## src/reset_irq_defs.svh

```systemverilog
`ifndef RESET_IRQ_DEFS_SVH
`define RESET_IRQ_DEFS_SVH

// Register indices; byte address on the bus is four times the index
`define IDX_PC_MASK_LOW 6'h0f
`define IDX_PC_MASK_HIGH 6'h10
`define IDX_PC_FLAGS 6'h11
`define IDX_PC_ENABLE 6'h12
`define IDX_EXT_ENABLE 6'h13
`define IDX_EXT_FLAGS 6'h14
`define IDX_EXT_SENSE 6'h15
`define IDX_SUPPLY_CTRL 6'h34
`define IDX_RESET_CAUSE 6'h3b

// Field positions
`define SM_FLAG_BIT 7
`define SM_IE_BIT 6
`define RC_WDT_BIT 3
`define RC_PIN_BIT 1
`define RC_POR_BIT 0

// Supply trigger level codes
`define LVL_OFF 3'h0
`define LVL_POR_LO 3'h1
`define LVL_POR_HI 3'h2
`define LVL_IRQ_LO 3'h3
`define LVL_IRQ_HI 3'h4

// Vector entries (program addresses)
`define VEC_RESET 4'h0
`define VEC_EXT 4'h1
`define VEC_PC_LOW 4'h2
`define VEC_PC_HIGH 4'h3
`define VEC_SUPPLY 4'ha
`define VEC_OWN_MASK 16'h040f

// Reset values
`define RST_BYTE 8'h00
`define RST_CAUSE 8'h01

`endif

```

## src/reset_irq_pkg.sv

```systemverilog
package reset_irq_pkg;

    // External line sense select, in field order
    typedef enum logic [1:0] {SENSE_LOW, SENSE_ANY, SENSE_FALL, SENSE_RISE} sense_t;

    // Request presented to the core's dispatch
    typedef struct packed {
        logic req;
        logic [3:0] vector;
    } irq_out_t;

    // Reset causes other than power-on, from the reset logic
    typedef struct packed {
        logic wdt;
        logic pin;
    } reset_events_t;

endpackage

```

## src/reset_irq_source_unit.sv

```systemverilog
// Functional notes
// - Supply flag sets on selected trigger condition in interrupt levels only
// - Supply flag clears when disabled or recovered
// - Enabled supply interrupt on each flag set
// - Level codes: off, reset, interrupt, forbidden
// - Watchdog flag set; cleared by power-up, zero-write
// - Pin reset flag set; cleared by power-up, zero-write
// - Power-up flag cleared only by zero-write
// - Sixteen vector entries, entry zero is reset
// - Line 1, pin-change 2/3, supply 0xA
// - Detection works even when pins drive outputs
// - Masked pin toggle raises pin-change request
// - Pin-change wake works without I/O clock
// - Line supports falling, rising, low level
// - Level mode requests while pin stays low
// - Edge detection needs running I/O clock
// - Low level wakes device asynchronously
// - Level gone before start-up: no request
// - Sense codes: low, any, falling, rising
// - Line and pin-change flags clear on service or one-write
`include "reset_irq_defs.svh"
`timescale 1ns/1ns
`default_nettype none

module reset_irq_source_unit (
    // Clock and power-on reset
    input wire logic pclk,
    input wire logic presetn,
    // APB slave
    input wire logic psel,
    input wire logic penable,
    input wire logic pwrite,
    input wire logic [7:0] paddr,
    input wire logic [31:0] pwdata,
    output logic [31:0] prdata,
    output logic pready,
    output logic pslverr,
    // Asynchronous pins and analog / reset events
    input wire logic ext_irq_line,
    input wire logic [11:0] pin_change_inputs,
    input wire logic supply_below_level,
    input wire logic io_clk_running,
    input wire reset_irq_pkg::reset_events_t reset_events,
    // Core side
    input wire logic core_awake,
    input wire logic [15:0] periph_irq,
    input wire logic irq_ack,
    input wire logic [3:0] ack_vector,
    output reset_irq_pkg::irq_out_t irq,
    output logic wake_request,
    output logic supply_por_req
);

    // Synchronisers: first stage feeds only the second
    logic [15:0] meta_ff;
    logic [15:0] sync_ff;
    logic [15:0] prev_ff;
    wire [15:0] raw_in = {reset_events.wdt, reset_events.pin, io_clk_running,
                          supply_below_level, pin_change_inputs};

    // Pins are sampled from the pad, so direction does not matter
    always_ff @(posedge pclk or negedge presetn) begin
        if (!presetn) begin
            meta_ff <= 16'h0fff;
            sync_ff <= 16'h0fff;
            prev_ff <= 16'h0fff;
        end else begin
            meta_ff <= raw_in;
            sync_ff <= meta_ff;
            prev_ff <= sync_ff;
        end
    end

    // Line has its own chain; idle high so release does not look like an edge
    logic ext_meta_ff;
    logic ext_s_ff;
    logic ext_d_ff;
    always_ff @(posedge pclk or negedge presetn) begin
        if (!presetn) begin
            ext_meta_ff <= 1'b1;
            ext_s_ff <= 1'b1;
            ext_d_ff <= 1'b1;
        end else begin
            ext_meta_ff <= ext_irq_line;
            ext_s_ff <= ext_meta_ff;
            ext_d_ff <= ext_s_ff;
        end
    end

    wire [11:0] pins_s = sync_ff[11:0];
    wire [11:0] pins_d = prev_ff[11:0];
    wire trig_s = sync_ff[12];
    wire io_run_s = sync_ff[13];
    wire pin_rise = sync_ff[14] & ~prev_ff[14];
    wire wdt_rise = sync_ff[15] & ~prev_ff[15];

    // Register state
    logic [7:0] pc_mask_low_ff;
    logic [3:0] pc_mask_high_ff;
    logic [1:0] pc_flag_ff;
    logic [1:0] pc_en_ff;
    logic ext_en_ff;
    logic ext_flag_ff;
    reset_irq_pkg::sense_t sense_ff;
    logic sm_flag_ff;
    logic sm_ie_ff;
    logic [2:0] sm_level_ff;
    logic sm_pend_ff;
    logic rc_wdt_ff;
    logic rc_pin_ff;
    logic rc_por_ff;
    logic [31:0] prdata_ff;
    logic por_req_ff;
    reset_irq_pkg::irq_out_t irq_ff;

    // Bus decode; zero wait states, so every access phase completes
    wire [5:0] idx = paddr[7:2];
    wire hit_pcml = idx == `IDX_PC_MASK_LOW;
    wire hit_pcmh = idx == `IDX_PC_MASK_HIGH;
    wire hit_pcf = idx == `IDX_PC_FLAGS;
    wire hit_pce = idx == `IDX_PC_ENABLE;
    wire hit_exe = idx == `IDX_EXT_ENABLE;
    wire hit_exf = idx == `IDX_EXT_FLAGS;
    wire hit_exs = idx == `IDX_EXT_SENSE;
    wire hit_sm = idx == `IDX_SUPPLY_CTRL;
    wire hit_rc = idx == `IDX_RESET_CAUSE;
    wire addr_hit = hit_pcml | hit_pcmh | hit_pcf | hit_pce | hit_exe | hit_exf
                    | hit_exs | hit_sm | hit_rc;
    wire acc = psel & penable;
    wire wr = acc & pwrite & addr_hit;
    wire setup_rd = psel & ~penable & ~pwrite;
    wire wr_pcf = wr & hit_pcf;
    wire wr_exf = wr & hit_exf;
    wire wr_sm = wr & hit_sm;
    wire wr_rc = wr & hit_rc;
    wire [7:0] wb = pwdata[7:0];

    assign pready = 1'b1;
    assign pslverr = acc & ~addr_hit;
    assign prdata = prdata_ff;

    // Read selection; unused bits read as zero
    wire [7:0] rd_sm = {sm_flag_ff, sm_ie_ff, 3'h0, sm_level_ff};
    wire [7:0] rd_rc = {4'h0, rc_wdt_ff, 1'b0, rc_pin_ff, rc_por_ff};
    wire [7:0] rd_byte = hit_pcml ? pc_mask_low_ff :
                         hit_pcmh ? {4'h0, pc_mask_high_ff} :
                         hit_pcf ? {6'h00, pc_flag_ff} :
                         hit_pce ? {6'h00, pc_en_ff} :
                         hit_exe ? {7'h00, ext_en_ff} :
                         hit_exf ? {7'h00, ext_flag_ff} :
                         hit_exs ? {6'h00, sense_ff} :
                         hit_sm ? rd_sm :
                         hit_rc ? rd_rc : `RST_BYTE;

    // Read data is latched in the setup cycle so it comes from a flop
    always_ff @(posedge pclk or negedge presetn) begin
        if (!presetn) begin
            prdata_ff <= 32'h00000000;
        end else if (setup_rd) begin
            prdata_ff <= {24'h000000, rd_byte};
        end
    end

    // Plain control registers
    always_ff @(posedge pclk or negedge presetn) begin
        if (!presetn) begin
            pc_mask_low_ff <= `RST_BYTE;
            pc_mask_high_ff <= 4'h0;
            pc_en_ff <= 2'h0;
            ext_en_ff <= 1'b0;
            sense_ff <= reset_irq_pkg::SENSE_LOW;
        end else if (wr) begin
            if (hit_pcml) pc_mask_low_ff <= wb;
            if (hit_pcmh) pc_mask_high_ff <= wb[3:0];
            if (hit_pce) pc_en_ff <= wb[1:0];
            if (hit_exe) ext_en_ff <= wb[0];
            if (hit_exs) sense_ff <= reset_irq_pkg::sense_t'(wb[1:0]);
        end
    end

    // Service acknowledges from the core
    wire ack_ext = irq_ack & (ack_vector == `VEC_EXT);
    wire ack_pcl = irq_ack & (ack_vector == `VEC_PC_LOW);
    wire ack_pch = irq_ack & (ack_vector == `VEC_PC_HIGH);
    wire ack_sm = irq_ack & (ack_vector == `VEC_SUPPLY);

    // Pin-change detection per mask bit
    wire [11:0] pc_mask = {pc_mask_high_ff, pc_mask_low_ff};
    wire [11:0] chg = (pins_s ^ pins_d) & pc_mask;
    wire [1:0] pc_hit = {|chg[11:8], |chg[7:0]};
    wire [1:0] pc_clr = ({ack_pch, ack_pcl} | (wr_pcf ? wb[1:0] : 2'h0));
    wire [1:0] nxt_pc_flag = pc_hit | (pc_flag_ff & ~pc_clr);

    // Line sense decode; edges need the I/O clock
    wire ext_level_mode = sense_ff == reset_irq_pkg::SENSE_LOW;
    wire ext_any = ext_s_ff ^ ext_d_ff;
    wire ext_fall = ext_d_ff & ~ext_s_ff;
    wire ext_rise = ~ext_d_ff & ext_s_ff;
    wire ext_edge = (sense_ff == reset_irq_pkg::SENSE_ANY) ? ext_any :
                    (sense_ff == reset_irq_pkg::SENSE_FALL) ? ext_fall :
                    (sense_ff == reset_irq_pkg::SENSE_RISE) ? ext_rise : 1'b0;
    wire ext_hit = io_run_s & ext_edge;
    wire ext_clr = ack_ext | (wr_exf & wb[0]);
    // Flag is held clear in level mode; set beats clear
    wire nxt_ext_flag = ~ext_level_mode & (ext_hit | (ext_flag_ff & ~ext_clr));

    always_ff @(posedge pclk or negedge presetn) begin
        if (!presetn) begin
            pc_flag_ff <= 2'h0;
            ext_flag_ff <= 1'b0;
        end else begin
            pc_flag_ff <= nxt_pc_flag;
            ext_flag_ff <= nxt_ext_flag;
        end
    end

    // Supply monitor level decode
    wire sm_irq_mode = (sm_level_ff == `LVL_IRQ_LO) | (sm_level_ff == `LVL_IRQ_HI);
    wire sm_por_mode = (sm_level_ff == `LVL_POR_LO) | (sm_level_ff == `LVL_POR_HI);
    wire sm_level_ok = wb[2:0] <= `LVL_IRQ_HI;
    // Flag follows the trigger in interrupt modes only
    wire nxt_sm_flag = sm_irq_mode & trig_s;
    wire sm_rise = nxt_sm_flag & ~sm_flag_ff;
    // One pending request per flag set while enabled
    wire nxt_sm_pend = (sm_rise & sm_ie_ff) | (sm_pend_ff & ~ack_sm);

    // Forbidden level codes are ignored, keeping the old level
    always_ff @(posedge pclk or negedge presetn) begin
        if (!presetn) begin
            sm_ie_ff <= 1'b0;
            sm_level_ff <= `LVL_OFF;
        end else if (wr_sm) begin
            sm_ie_ff <= wb[`SM_IE_BIT];
            if (sm_level_ok) sm_level_ff <= wb[2:0];
        end
    end

    always_ff @(posedge pclk or negedge presetn) begin
        if (!presetn) begin
            sm_flag_ff <= 1'b0;
            sm_pend_ff <= 1'b0;
            por_req_ff <= 1'b0;
        end else begin
            sm_flag_ff <= nxt_sm_flag;
            sm_pend_ff <= nxt_sm_pend;
            por_req_ff <= sm_por_mode & trig_s;
        end
    end

    // Reset cause flags; writing one leaves a flag alone
    wire rc_wdt_clr = wr_rc & ~wb[`RC_WDT_BIT];
    wire rc_pin_clr = wr_rc & ~wb[`RC_PIN_BIT];
    wire rc_por_clr = wr_rc & ~wb[`RC_POR_BIT];
    wire nxt_rc_wdt = wdt_rise | (rc_wdt_ff & ~rc_wdt_clr);
    wire nxt_rc_pin = pin_rise | (rc_pin_ff & ~rc_pin_clr);
    wire nxt_rc_por = rc_por_ff & ~rc_por_clr;

    // Reset image of the cause register; single bits are picked from it
    localparam logic [7:0] rc_reset_val = `RST_CAUSE;

    // Power-on reset is presetn: it sets the power-up flag, clears the rest
    always_ff @(posedge pclk or negedge presetn) begin
        if (!presetn) begin
            rc_wdt_ff <= rc_reset_val[`RC_WDT_BIT];
            rc_pin_ff <= rc_reset_val[`RC_PIN_BIT];
            rc_por_ff <= rc_reset_val[`RC_POR_BIT];
        end else begin
            rc_wdt_ff <= nxt_rc_wdt;
            rc_pin_ff <= nxt_rc_pin;
            rc_por_ff <= nxt_rc_por;
        end
    end

    // Level request only while the core is up and the pin is still low;
    // a pulse that ends during start-up leaves nothing behind
    wire ext_level_req = ext_en_ff & ext_level_mode & ~ext_s_ff & core_awake;
    wire ext_req = ext_level_req | (ext_en_ff & ext_flag_ff);
    wire [1:0] pc_req = pc_flag_ff & pc_en_ff;

    // Vector map: own sources replace the peripheral inputs
    logic [15:0] own_req;
    always_comb begin
        own_req = 16'h0000;
        own_req[`VEC_EXT] = ext_req;
        own_req[`VEC_PC_LOW] = pc_req[0];
        own_req[`VEC_PC_HIGH] = pc_req[1];
        own_req[`VEC_SUPPLY] = sm_pend_ff;
    end
    wire [15:0] pend = (periph_irq & ~`VEC_OWN_MASK) | own_req;

    // Lowest set entry wins
    function automatic logic [3:0] lowest(input logic [15:0] p);
        logic [3:0] r;
        r = `VEC_RESET;
        for (int i = 15; i >= 0; i--) begin
            if (p[i]) r = 4'(i);
        end
        return r;
    endfunction

    wire [3:0] nxt_vec = lowest(pend);

    always_ff @(posedge pclk or negedge presetn) begin
        if (!presetn) begin
            irq_ff <= '0;
        end else begin
            irq_ff.req <= |pend;
            irq_ff.vector <= nxt_vec;
        end
    end

    assign irq = irq_ff;
    assign supply_por_req = por_req_ff;

    // Wake path is combinational from the pads, so it works with every
    // clock stopped; the low level must persist through start-up
    wire wake_pc = |((pin_change_inputs ^ pins_s) & pc_mask);
    wire wake_lvl = ext_en_ff & ext_level_mode & ~ext_irq_line;
    assign wake_request = wake_pc | wake_lvl;
endmodule // reset_irq_source_unit

`default_nettype wire

```

## config.mk

```make
export PLATFORM = sky130hd
export DESIGN_NAME = reset_irq_source_unit
export DESIGN_NICKNAME = d
export VERILOG_FILES = /design/src/reset_irq_pkg.sv /design/src/reset_irq_source_unit.sv
export VERILOG_INCLUDE_DIRS = /design/src
export SDC_FILE = /design/constraint.sdc
export NUM_CORES = 1
export LEC_CHECK = 0
export ABC_CLOCK_PERIOD_IN_PS = 1380
export BUFFER_PORTS_ARGS = -buffer_cell sky130_fd_sc_hd__buf_2
export CAP_MARGIN = 20
export CORE_UTILIZATION = 46
export CTS_CLUSTER_DIAMETER = 100
export DETAILED_ROUTE_END_ITERATION = 12
export GPL_TIMING_DRIVEN = 0
export PLACE_DENSITY = 0.83
export SYNTH_ARGS = -nofsm -noshare
export SYNTH_HDL_FRONTEND = slang
export SYNTH_SLANG_ARGS = --single-unit
```

## constraint.sdc

```tcl
create_clock -name pclk -period 1.38 [get_ports pclk]
set_clock_uncertainty 0.1 [all_clocks]
set_input_delay 0.138 -clock pclk [delete_from_list [all_inputs] [get_ports pclk]]
set_output_delay 0.138 -clock pclk [all_outputs]
set_load 0.1 [all_outputs]
```

==> results.md, run 1 <==
Status:
- The run finished, with violations left.
- The checks that failed: setup timing.

Hold path:
- The worst hold path passes through 4 cells.
- The critical hold path startpoint is periph_irq[4].
- The path class of the tightest hold or removal check is primary input to register.
- The worst-case hold path end point is irq[3]$_DFF_PN0_.

Timing:
- Setup repair after global routing could not meet its margin everywhere.
- For this run, the top clock speed supported by timing is 501 MHz.
- The number of hold-slack violations in the final timing report is 0.
- The normalized max-slew margin is a little over half.
- The tightest hold path in the finished design has a slack of 0.00147 ns.
- The worst path in the final design needs a cycle of between 1.5 and 2 ns, including I/O delays and setup.
- The number of max-slew violations in the final report is 0.
- The period utilization is 145%.
- For the pin with the worst max-slew slack, the measured transition is between 0.6 and 0.7 ns.
- After layout, the worst setup slack is -0.616 ns.
- Setup violations remaining at the end of the flow were counted as 7.

Worst setup path:
- Counting cells, the worst reg-to-reg path comes to 7.
- Counting both buffers and inverters, the worst setup path holds a total of 1.
- The setup check on the worst reg-to-reg path leaves a slack of -0.21 ns.
- The startpoint type of the worst setup path is a register.
- Among cell families on the critical path, the largest total delay comes from simple AND/OR/NAND/NOR gates.
- The largest single stage delay on the critical path is roughly 0.5 ns.
- The worst setup path category is register to output pin.
- The required time of the critical path is between 1 and 1.5 ns.
- On the critical path, the stage with the largest delay is an instance of dfrtp_2.
- The maximum fanout along the worst path is 7.
- Walking the worst path, the cells encountered are nor4b_4, a21oi_1, and3_1, nand4_1, buf_6.
- STA classifies the critical path endpoint as an output pin.
- The endpoint of the most critical register-to-register path is ext_flag_ff$_DFF_PN0_.
- The startpoint of the lowest-slack register-to-register path is ext_s_ff$_DFF_PN1_.
- For the worst setup path, the data arrival time is approximately 1.8 ns.

Drt:
- The first routing iteration left between 200 and 300 violations.
- In this run the top signal layer used is met4.
- The met1 routed wirelength after detailed routing is approximately 4 mm.
- The total wire length after detailed routing is approximately 10 mm.
- After detailed routing, the average wire length per cell comes to about 18 um.
- For this block, the via count after detailed routing is roughly 3200.
- The routed via count divided by cell count is 5.50.
- For this run, design rule violations remaining after detail routing come to 0.
- The pre-antenna-repair detailed-routing pass consisted of 5 iterations.
- The routed wire length on met3 is about 730 um.
- Once detail routing completed, the nets flagged for antenna violations numbered 0.
- The routed wire length on met2 is roughly 5.1 mm.

Logic synthesis:
- Yosys printed 0 warnings.
- The number of flops mapped to enable cells by yosys is 0.
- The flip-flop and latch count after synthesis is between 90 and 100.
- The most frequently used flop master after synthesis is dfrtp_1.
- The cell count after synthesis came out at around 340.
- Synthesis instantiated 57 different standard cells from the library.
- The share of the Yosys chip area taken by registers is ~58%.
- After synthesis the cells add up to approximately 4100 um^2.
- For this run, asynchronously set or reset flops after synthesis account for 100%.
- The post-synthesis average cell area is roughly 12 um^2.

Power and ir drop:
- The cell-internal power is between 4 and 5 mW.
- The analysis attributes to cell leakage a power of around 2.5 nW.
- In this run switching power makes up about a third of total power.
- After layout, the design draws a total of roughly 6.3 mW.
- The power density over the cells is 1130 nW/um^2.
- The worst vdd rail ir drop is around 0.77 mV.
- The combinational cell fraction of total power is between 20% and 30%.
- The switching component of the power is around 2.1 mW.
- The register share of total power is 48.6%.
- In this run, the clock network consumes 27.9% of the power.

CTS:
- TritonCTS built the clock tree.
- The clock transition time at the flip-flop clock pins of the worst setup and hold paths is 0.09 ns.
- TritonCTS created 9 clock buffers.
- The total clock sinks is ~90.
- The clock latency reported for the late side of the worst-skew pair is ~0.36 ns.
- The maximum count of clock buffers along a single path is 2.
- The cell sitting at the root of the clock tree is a clkbuf_8.
- The H-tree generated during clock tree synthesis spans 3 levels.

GRT:
- The global router's overall resource usage is about 22%.
- The initial antenna violation count came to 0.
- Entering global routing, the biggest net connects 65 pins.
- The number of global-route vias before repair is 3076.
- The first global-routing pass estimated between 15 and 20 mm of wire.
- The total overflow reported by the global router is 0.

Die:
- The floorplan core area is roughly 8400 um^2.
- The number of top-level pins is between 100 and 150.
- Measured along the y axis, the die boundary spans roughly 96 um.
- The width of the chip is approximately 96 um.
- The die footprint is 9210 um^2.
- The initialized floorplan defines 33 standard-cell rows.
- The initial cell density of the core is about 48%.

Placement:
- The final RePlAce weighted congestion is ~0.9.
- In this run the cell area measured after placement is about 4800 um^2.
- Timing analysis after detailed placement gives a worst setup slack of -0.588 ns.
- Once detailed placement completed, the half-perimeter wirelength came to ~6.5 mm.
- The number of port buffers is 65.

Final layout:
- The synthesis-to-finish area growth is 37.2%.
- For this run, the post-layout net count is 566.
- The post-route netlist has between 40 and 50% of its cells at a drive strength greater than 1.
- The final non-filler cell area is approximately 5600 um^2.
- The repair_antennas step left the layout with diodes totalling 0.
- Cells fill between 60 and 70% of the core in the end.

Job:
- Across the run, the number of max-cap violations was 0.
[worst reg2reg max path: cells and delay by family (launching register included)]
family	cells	cell delay (ns)
compound gates	2	0.20
fa+ha+maj	1	0.20
buf+inv	2	0.14
flops	1	0.56
mux	1	0.20
simple gates	1	0.11
[kinds of logic after synthesis]
logic type / synth area share, %
xor gates and xnor gates: 5.39
adders and majority gates: 0.616
and+or+nand+nor: 12.2
DFF: 57.9
muxes: 6.03
buffers and inverters: 6.93
AOI/OAI and AO/OA: 10.8
other: 0.185
[how the worst max path moves through the flow]
| stage | startpoint | endpoint | slack, ns | cells after the start |
|---|---|---|---|---|
| after floorplan | sync_ff[7]$_DFF_PN1_ | wake_request | -0.69 | 3 |
| after global placement | presetn | prdata[0]$_DFFE_PN0P_ | -0.92 | 1 |
| after detailed placement | sense_ff[0]$_DFFE_PN0P_ | wake_request | -0.59 | 5 |
| after CTS | sync_ff[2]$_DFF_PN1_ | wake_request | -0.63 | 5 |
| after global routing | sync_ff[7]$_DFF_PN1_ | wake_request | -0.71 | 4 |
| final | sense_ff[0]$_DFFE_PN0P_ | wake_request | -0.62 | 5 |
[state kept, by name, summed over array words and instances, names as in the netlist]
register / count
pc_en_ff: 2
irq: 5
ext_flag_ff: 1
ext_meta_ff: 1
sync_ff: 16
sm_ie_ff: 1
rc_wdt_ff: 1
pc_mask_low_ff: 8
sm_flag_ff: 1
sm_pend_ff: 1
prev_ff: 14
sense_ff: 2
supply_por_req: 1
prdata: 8
ext_d_ff: 1
sm_level_ff: 3
ext_en_ff: 1
meta_ff: 16
ext_s_ff: 1
pc_mask_high_ff: 4
rc_pin_ff: 1
rc_por_ff: 1
pc_flag_ff: 2
[stage by stage]
stage / setup TNS, ns / cells
floorplan: -3.76 / 361
global placement: -51.64 / 531
detailed placement: -10.17 / 532
CTS: -0.865 / 579
global route: -1.63 / 589
finish: -1.04 / 589
[layout make-up]
cell class                      instances  area, um^2
Buffer                                 32         273
Timing Repair Buffer                  109         830
Clock inverter                          4        28.8
Fill cell                             601        2810
Inverter                               12        52.6
Tap cell                              105         131
Multi-Input combinational cell        224        1740
Sequential cell                        92        2360
Clock buffer                           11         163
[layout by cell type (no fill, tap or decap), types with 3 or more instances in the layout]
| master | Yosys | layout |
|---|---|---|
| buf_2 | 0 | 49 |
| dfrtp_1 | 52 | 47 |
| buf_4 | 26 | 43 |
| dfstp_2 | 40 | 40 |
| dlygate4sd3_1 | 0 | 31 |
| conb_1 | 2 | 25 |
| nand2_1 | 24 | 24 |
| xor2_1 | 24 | 24 |
| nor2_1 | 16 | 14 |
| clkbuf_8 | 0 | 12 |
| o21ai_0 | 14 | 11 |
| mux2_2 | 20 | 11 |
| inv_1 | 12 | 10 |
| mux2_4 | 0 | 9 |
| a21oi_1 | 8 | 8 |
| a22oi_1 | 9 | 8 |
| nand3_1 | 8 | 6 |
| clkbuf_4 | 0 | 5 |
| dfrtp_2 | 0 | 4 |
| o21ai_2 | 0 | 3 |
| and2_1 | 4 | 3 |
| buf_12 | 0 | 3 |
| inv_6 | 0 | 3 |
| and3_1 | 4 | 3 |
| nand3b_1 | 3 | 3 |
| nand4b_1 | 3 | 3 |
| nor4_2 | 0 | 3 |
| a221oi_1 | 4 | 3 |
| buf_6 | 2 | 3 |
[synthesized netlist by cell type (all sizes together) (4+ instances only)]
cell type,number,share of area [%]
a21oi,8,0.99
a221oi,4,0.86
a22oi,9,1.7
and2,4,0.62
and3,4,0.62
buf,28,5.4
clkbuf,5,0.46
dfrtp,52,32
dfstp,40,26
inv,12,1.1
mux2,20,5.5
nand2,25,2.5
nand3,8,0.99
nor2,18,2.2
nor3,5,0.62
o21ai,14,1.7
xor2,24,5.2
[metal layers]
| metal | global-route usage (%) | vias to the layer above |
|---|---|---|
| li1 | - | 1435 |
| met1 | 29.6 | 1551 |
| met2 | 35.3 | 202 |
| met3 | 3.87 | 52 |
| met4 | 12.4 | 0 |
| met5 | 0 | - |
[power groups by stage]
stage	registers (mW)	clock network [mW]	logic, mW
after floorplan	3.31	0	0.720
after global placement	3.08	0	1.25
after detailed placement	3.09	0	1.28
after CTS	3.05	1.79	1.40
after global routing	3.08	1.91	1.56
final	3.06	1.76	1.48
[repair_timing]
action,CTS,global route
buffers inserted,2,10
pin swaps,6,9
setup endpoints to repair,23,23
hold buffers,30,1
resized for setup,23,39
endpoints found under the hold margin,68,1
(Power assumes the default switching activity.)
==> run 2, diff against run 1 <==
--- a/config.mk
+++ b/config.mk
@@ -13,7 +13,7 @@
 export CTS_CLUSTER_DIAMETER = 100
 export DETAILED_ROUTE_END_ITERATION = 12
 export GPL_TIMING_DRIVEN = 0
-export PLACE_DENSITY = 0.83
+export PLACE_DENSITY_LB_ADDON = 0.2
 export SYNTH_ARGS = -nofsm -noshare
 export SYNTH_HDL_FRONTEND = slang
 export SYNTH_SLANG_ARGS = --single-unit
==> run 2 against run 1 <==
Effect of this change: worst setup slack worse by 0.0033 ns; clock power is 9% lower; wire length is 11% lower; largest power group unchanged; register-to-register slack better by 0.15 ns; the run still ends with setup timing left; critical endpoint unchanged; flip-flop and latch count stayed put; critical path type unchanged; cell count stayed put.
==> results.md, run 2 (synthesis results as in run 1) <==
CTS:
- The depth of the CTS H-tree is 3 (unchanged).
- The clock transition time at the flip-flop clock pins of the worst setup and hold paths is 0.09 ns (about the same).
- The clock latency reported for the late side of the worst-skew pair came to 0.35 ns (about the same).
- The total clock sinks came to 92 (unchanged).
- The clock root buffer is clkbuf_8.
- The clock tree from TritonCTS is yes.
- The total CTS buffers came to 9 (unchanged).
- The maximum count of clock buffers along a single path is 2 (unchanged).

Final layout:
- The library cell used most frequently in the layout, excluding fill and tap cells, is buf_2.
- The utilization of the core after routing came to 65.7% (-0.87 points).
- The fraction of final layout cells sized beyond drive strength 1 is 45.7% (-0.62 points).
- The largest registers in the layout are meta_ff: 16 flops, sync_ff: 16 flops, prev_ff: 14 flops.
- The number of filler instances in the final layout is 673 (+12%).
- The number of standard cells in the layout, taps in and fillers out is 589 (unchanged).
- In the layout the commonest cells are 50 x buf_2, 47 x dfrtp_1, 44 x buf_4.
- The number of antenna diodes is 0 (unchanged).
- The synthesis-to-finish area growth is 35.4%.
- The final layout net count came to 565 (-0.18%).

GRT:
- The maximum number of pins on one net before global-route repair was 69 (+6.2%).
- The met1 demand-to-capacity share in global routing came to 29.3% (-0.34 points).
- The met3 layer usage reported by global route came to 3.32% (-0.55 points).
- The total overflow reported by the global router is 0 (unchanged).
- The wire length of the first global-routing pass is 14.9 mm (-2.4%).
- The global router's overall resource usage is 22.0% (-0.44 points).
- The layer carrying the most global-route usage is met2.
- The met2 global-route usage is 36.1% (+0.71 points).
- The initial antenna violation count came to 0 (unchanged).
- The number of global-route vias before repair was 2953 (-4.0%).

Worst setup path:
- The signal arrival time at the worst endpoint was 1.76 ns (about the same).
- STA classifies the critical path endpoint as an output pin.
- The worst setup path is launched from a register.
- The maximum fanout along the worst path is 2 (-5).
- The required time of the critical path is 1.14 ns (about the same).
- The worst setup path is of the register to output pin kind.

Die:
- The width of the chip is 96.0 um (unchanged).
- The floorplan core area is 8380 um^2 (unchanged).
- The die footprint is 9210 um^2 (unchanged).
- The y dimension of the die came to 96.0 um (unchanged).
- The initial cell density of the core was 48.5% (unchanged).
- The number of cell rows was 33 (unchanged).
- The number of top-level pins is 125 (unchanged).

Timing:
- The summed negative setup slack over all endpoints was -0.728 ns (+0.309 ns).
- The setup slack of the critical path after layout came to -0.619 ns (-0.00328 ns).
- The normalized max-slew margin is 59.0% (+5.2 points).
- The actual transition at the worst max-transition pin is 0.613 ns (-0.0778 ns).
- The period utilization is 145% (+0.24 points).
- The fmax was 500 MHz (-0.16%).
- The time the worst path needs with I/O delays and setup is 2.00 ns (+0.00328 ns).
- The number of hold-slack violations in the final timing report is 0 (unchanged).
- Setup repair after global routing could not meet its margin everywhere.
- The number of max-slew violations in the final report was 0 (unchanged).
- The smallest hold slack is 0.0123 ns (+0.0108 ns).
- The final number of setup-violating endpoints came to 4 (-3).

Placement:
- The count of placed standard cells including taps is 532 (unchanged).
- The final RePlAce weighted congestion came to 0.885 (-1.4%).
- The number of port buffers is 65 (unchanged).
- The half-perimeter wire length of the detailed placement result was 6.52 mm (-0.12%).

Drt:
- The DRC violation count after routing is 0 (unchanged).
- The first-pass iteration count of the detailed router is 4 (-1).
- The violation count after the first detailed-route iteration is 176 (-40%).
- The residual antenna-violating net count after detailed routing is 0 (unchanged).
- The via count came to 3002 (-7.3%).
- The average detailed-routed wire length per instance is 15.8 um (-11%).
- The routed via count divided by cell count is 5.10 (-7.3%).
- The total wire length after detailed routing is 9.32 mm (-11%).

Job:
- The number of max-capacitance violations reported came to 0 (unchanged).

Hold path:
- The type of the worst min-delay path is primary input to register.

Status:
- The checks that failed: setup timing.
- The flow ran to the end, but the final reports show violations.

Power and ir drop:
- The leakage dissipation came to 2.49 nW (-1.1%).
- The power density over the cells is 1110 nW/um^2 (-2.2%).
- The worst vdd rail ir drop is 0.609 mV (-20%).
run 2: changes by cell type in the layout (fill, tap and decap cells not counted), moves of 2 or more:
cell      delta
inv_2        +3
buf_12       -2
buf_8        +2
o21ai_1      +2
clkbuf_1     +2
inv_1        -2
inv_6        -2
run 2: cell type report:
cell class              instances  area (um^2)  share of cell area, %
inverters                      12         47.5                  0.864
clock buffers                  11          131                   2.39
clock inverters                 5         36.3                  0.659
multi-input cells             224         1720                   31.3
repair buffers                108          803                   14.6
well taps                     105          131                   2.39
plain buffers                  32          273                   4.96
flip-flops and latches         92         2360                   42.9
run 2: final timing paths:
kind	start	end	slack (ns)	depth (start not counted)
worst max-delay path	sync_ff[2]$_DFF_PN1_	wake_request	-0.62	5
worst min-delay path	pwdata[0]	sm_level_ff[0]$_DFFE_PN0P_	0.01	3
worst max register to register	sync_ff[1]$_DFF_PN1_	pc_flag_ff[0]$_DFF_PN0_	-0.06	4
worst min register to register	meta_ff[12]$_DFF_PN0_	sync_ff[12]$_DFF_PN0_	0.24	0
max in group asynchronous	presetn	rc_por_ff$_DFF_PN1_	0.36	3
min in group asynchronous	presetn	prdata[6]$_DFFE_PN0P_	0.14	2
run 2: power breakdown:
part / internal, mW / switching [mW] / total (mW) / leakage (nW)
registers: 2.91 / 0.140 / 3.05 / 1.07
clock network: 0.664 / 0.934 / 1.60 / 0.0842
logic: 0.455 / 0.984 / 1.44 / 1.33
run 2: critical path, stage by stage, from the launching register on:
cell,delay [ns]
dfstp_2,0.55
xor2_1,0.07
a22oi_1,0.23
and3_1,0.18
nand4_1,0.14
buf_8,0.22
run 2: stage by stage:
stage               instance area (um^2)  setup slack [ns]  power, mW
floorplan                           4280            -0.686       4.03
global placement                    4740            -0.997       4.33
detailed placement                  4770            -0.654       4.36
CTS                                 5400            -0.635       6.11
global route                        5500            -0.664       6.37
finish                              5500            -0.619       6.08
run 2: what timing repair did:
| action | in CTS | in global routing |
|---|---|---|
| resized for setup | 33 | 21 |
| setup buffers | 7 | 5 |
| endpoints found under the hold margin | 95 | 0 |
| hold buffers | 30 | 0 |
| gates cloned | 0 | 0 |
| pin swaps | 12 | 9 |
| setup endpoints to repair | 24 | 23 |
run 2: layer usage:
layer / part of all wire [%] / up-vias / routed length [um]
li1: - / 1425 / -
met1: 43 / 1469 / 4040
met2: 50 / 96 / 4630
met3: 5.0 / 12 / 467
met4: 2.0 / 0 / 188
met5: 0 / - / 0
==> run 3, diff against run 2 <==
--- a/config.mk
+++ b/config.mk
@@ -7,7 +7,7 @@
 export NUM_CORES = 1
 export LEC_CHECK = 0
 export ABC_CLOCK_PERIOD_IN_PS = 1380
-export BUFFER_PORTS_ARGS = -buffer_cell sky130_fd_sc_hd__buf_2
+export BUFFER_PORTS_ARGS = -buffer_cell sky130_fd_sc_hd__buf_4
 export CAP_MARGIN = 20
 export CORE_UTILIZATION = 46
 export CTS_CLUSTER_DIAMETER = 100
==> run 3 against run 2 <==
Effect of this change: the run still ends with setup timing left; cell count rose by 1.5%; non-clock buffer count rose by 9; worst setup slack got worse by 0.031 ns; combinational power rose by 6%; die area did not move; wire length rose by 3.9%; fmax fell by 1.5%; critical path type unchanged; largest power group unchanged.
==> results.md, run 3 (synthesis results as in run 1) <==
Status:
- The run finished, with violations left.
- The final reports fail on setup timing.

Die:
- The floorplan core area is 8380 um^2 (unchanged).
- The number of top-level pins is 125 (unchanged).
- The initial cell density of the core came to 48.5% (unchanged).
- The y dimension of the die was 96.0 um (unchanged).
- The die footprint is 9210 um^2 (unchanged).
- The number of cell rows is 33 (unchanged).
- The width of the chip was 96.0 um (unchanged).

Worst setup path:
- The required time of the critical path is 1.14 ns (about the same).
- The worst setup path category is register to output pin.
- STA classifies the critical path startpoint as a register.
- The maximum fanout along the worst path is 7 (+5).
- The setup slack of the worst register-to-register path came to -0.09 ns (-0.03 ns).
- The worst setup path is captured at an output pin.
- The depth of the most critical reg-to-reg path came to 4 (unchanged).
- The signal arrival time at the worst endpoint is 1.79 ns (+0.03 ns).

Final layout:
- In the layout the commonest cells are 100 x buf_4, 47 x dfrtp_1, 40 x dfstp_2.
- The final layout net count is 574 (+1.6%).
- In the final layout, the registers with the most flip-flops are meta_ff: 16 flops, sync_ff: 16 flops, prev_ff: 14 flops.
- The fraction of final layout cells sized beyond drive strength 1 was 45.2% (-0.43 points).
- The library cell used most frequently in the layout, excluding fill and tap cells, is buf_4.
- The area growth from synthesis to layout is 41.8%.
- The number of antenna diodes is 0 (unchanged).
- The number of filler instances in the final layout is 630 (-6.4%).

Timing:
- The final number of setup-violating endpoints is 5 (+1).
- Setup repair after global routing could not meet its margin everywhere.
- The period utilization came to 147% (+2.3 points).
- The setup slack of the critical path after layout is -0.650 ns (-0.0313 ns).
- The number of hold-slack violations in the final timing report is 0 (unchanged).
- The normalized max-slew margin is 58.5% (-0.47 points).
- The actual transition at the worst max-transition pin is 0.620 ns (+0.00702 ns).
- The number of max-slew violations in the final report came to 0 (unchanged).
- The time the worst path needs with I/O delays and setup was 2.03 ns (+0.0313 ns).
- The fmax is 493 MHz (-1.5%).
- The summed negative setup slack over all endpoints is -0.824 ns (-0.0959 ns).

Placement:
- The number of port buffers is 65 (unchanged).
- The final RePlAce weighted congestion was 0.906 (+2.3%).
- The half-perimeter wire length of the detailed placement result came to 6.38 mm (-2.1%).

Power and ir drop:
- The worst vdd rail ir drop is 0.760 mV (+25%).
- The leakage dissipation is 2.59 nW (+4.2%).
- The power density over the cells was 1110 nW/um^2 (about the same).
- The power consumption was 6.38 mW (+4.8%).

Drt:
- The residual antenna-violating net count after detailed routing was 0 (unchanged).
- The total wire length after detailed routing is 9.68 mm (+3.9%).
- The routed wire length on met2 was 4.86 mm (+4.9%).
- The routed via count divided by cell count came to 5.20 (+2.1%).
- The via count came to 3111 (+3.6%).
- The average detailed-routed wire length per instance is 16.2 um (+2.3%).
- The routed wire length on met3 was 451 um (-3.4%).
- The violation count after the first detailed-route iteration is 176 (unchanged).
- The met1 routed wirelength after detailed routing was 4.11 mm (+1.9%).
- The highest metal layer with signal wires is met4.
- The DRC violation count after routing is 0 (unchanged).
- The first-pass iteration count of the detailed router is 5 (+1).

CTS:
- The clock latency reported for the late side of the worst-skew pair came to 0.36 ns (about the same).
- The total CTS buffers is 9 (unchanged).
- The maximum count of clock buffers along a single path is 2 (unchanged).
- The total clock sinks came to 92 (unchanged).
- The clock tree from TritonCTS is yes.
- The depth of the CTS H-tree was 3 (unchanged).
- The clock transition time at the flip-flop clock pins of the worst setup and hold paths was 0.09 ns (about the same).
- The root buffer cell chosen for the clock tree is clkbuf_8.

Job:
- The number of max-capacitance violations reported is 0 (unchanged).

Hold path:
- The instance count along the most critical hold path is 4 (+1).
- The type of the worst min-delay path is primary input to register.

GRT:
- The number of global-route vias before repair was 3048 (+3.2%).
- The wire length of the first global-routing pass was 14.9 mm (+0.32%).
- The maximum number of pins on one net before global-route repair is 93 (+35%).
- The total overflow reported by the global router is 0 (unchanged).
- The initial antenna violation count came to 0 (unchanged).
- The global router's overall resource usage came to 22.1% (+0.029 points).
-- run 3: cell types whose count changed in the layout (fill, tap and decap cells not counted), moves of 2 or more --
cell,before,now
clkbuf_16,0,2
buf_2,50,0
buf_4,44,100
dlygate4sd3_1,30,36
clkbuf_4,4,0
-- run 3: metrics by stage --
stage          instance area [um^2]  cells  setup slack (ns)  hold WS (ns)  utilization, %
3_5_place_dp                   4900    531            -0.565         0.148            58.4
4_1_cts                        5590    588            -0.667       -0.0752            66.7
2_1_floorplan                  4280    361            -0.686        -0.258               -
5_1_grt                        5760    598            -0.708        0.0540            68.8
3_3_place_gp                   4900    531            -0.550         0.148            58.4
6_report                       5760    598            -0.650        0.0492            68.8
-- run 3: worst paths after layout --
kind,from,endpoint
min,paddr[4],prdata[1]$_DFFE_PN0P_
max reg2reg,sync_ff[1]$_DFF_PN1_,pc_flag_ff[0]$_DFF_PN0_
max,sense_ff[0]$_DFFE_PN0P_,wake_request
min in group asynchronous,presetn,prdata[6]$_DFFE_PN0P_
min reg2reg,meta_ff[15]$_DFF_PN0_,sync_ff[15]$_DFF_PN0_
max in group asynchronous,presetn,prev_ff[11]$_DFF_PN1_
-- run 3: report_power, final --
part	internal (mW)	switching [mW]
logic	0.517	1.00
registers	2.91	0.137
clock network	0.844	0.970
total	4.27	2.11
-- run 3: final cells by class --
| type | count | area, um^2 | share of cell area, % |
|---|---|---|---|
| Buffer | 33 | 288 | 4.99 |
| Timing Repair Buffer | 116 | 996 | 17.3 |
| Inverter | 12 | 47.5 | 0.825 |
| Multi-Input combinational cell | 224 | 1740 | 30.1 |
| Clock inverter | 4 | 37.5 | 0.651 |
| Sequential cell | 92 | 2360 | 41.0 |
| Clock buffer | 12 | 166 | 2.89 |
| Tap cell | 105 | 131 | 2.28 |
-- run 3: repair_timing --
item / in CTS / in global routing
resized for setup: 24 / 18
hold buffers: 34 / 2
endpoints found under the setup margin: 16 / 12
buffers inserted: 7 / 7
endpoints found under the hold margin: 87 / 33
pin swaps: 11 / 13
-- run 3: routing by layer --
metal,track usage [%],up-vias
li1,-,1451
met5,0,-
met2,36.2,118
met4,10.7,0
met1,28.7,1521
met3,3.08,21
-- run 3: critical path: stages (launching register included) --
cell     delay, ns
dfrtp_2       0.49
nor4b_4       0.33
a21oi_1       0.06
and3_1        0.19
nand4_1       0.14
buf_8         0.22
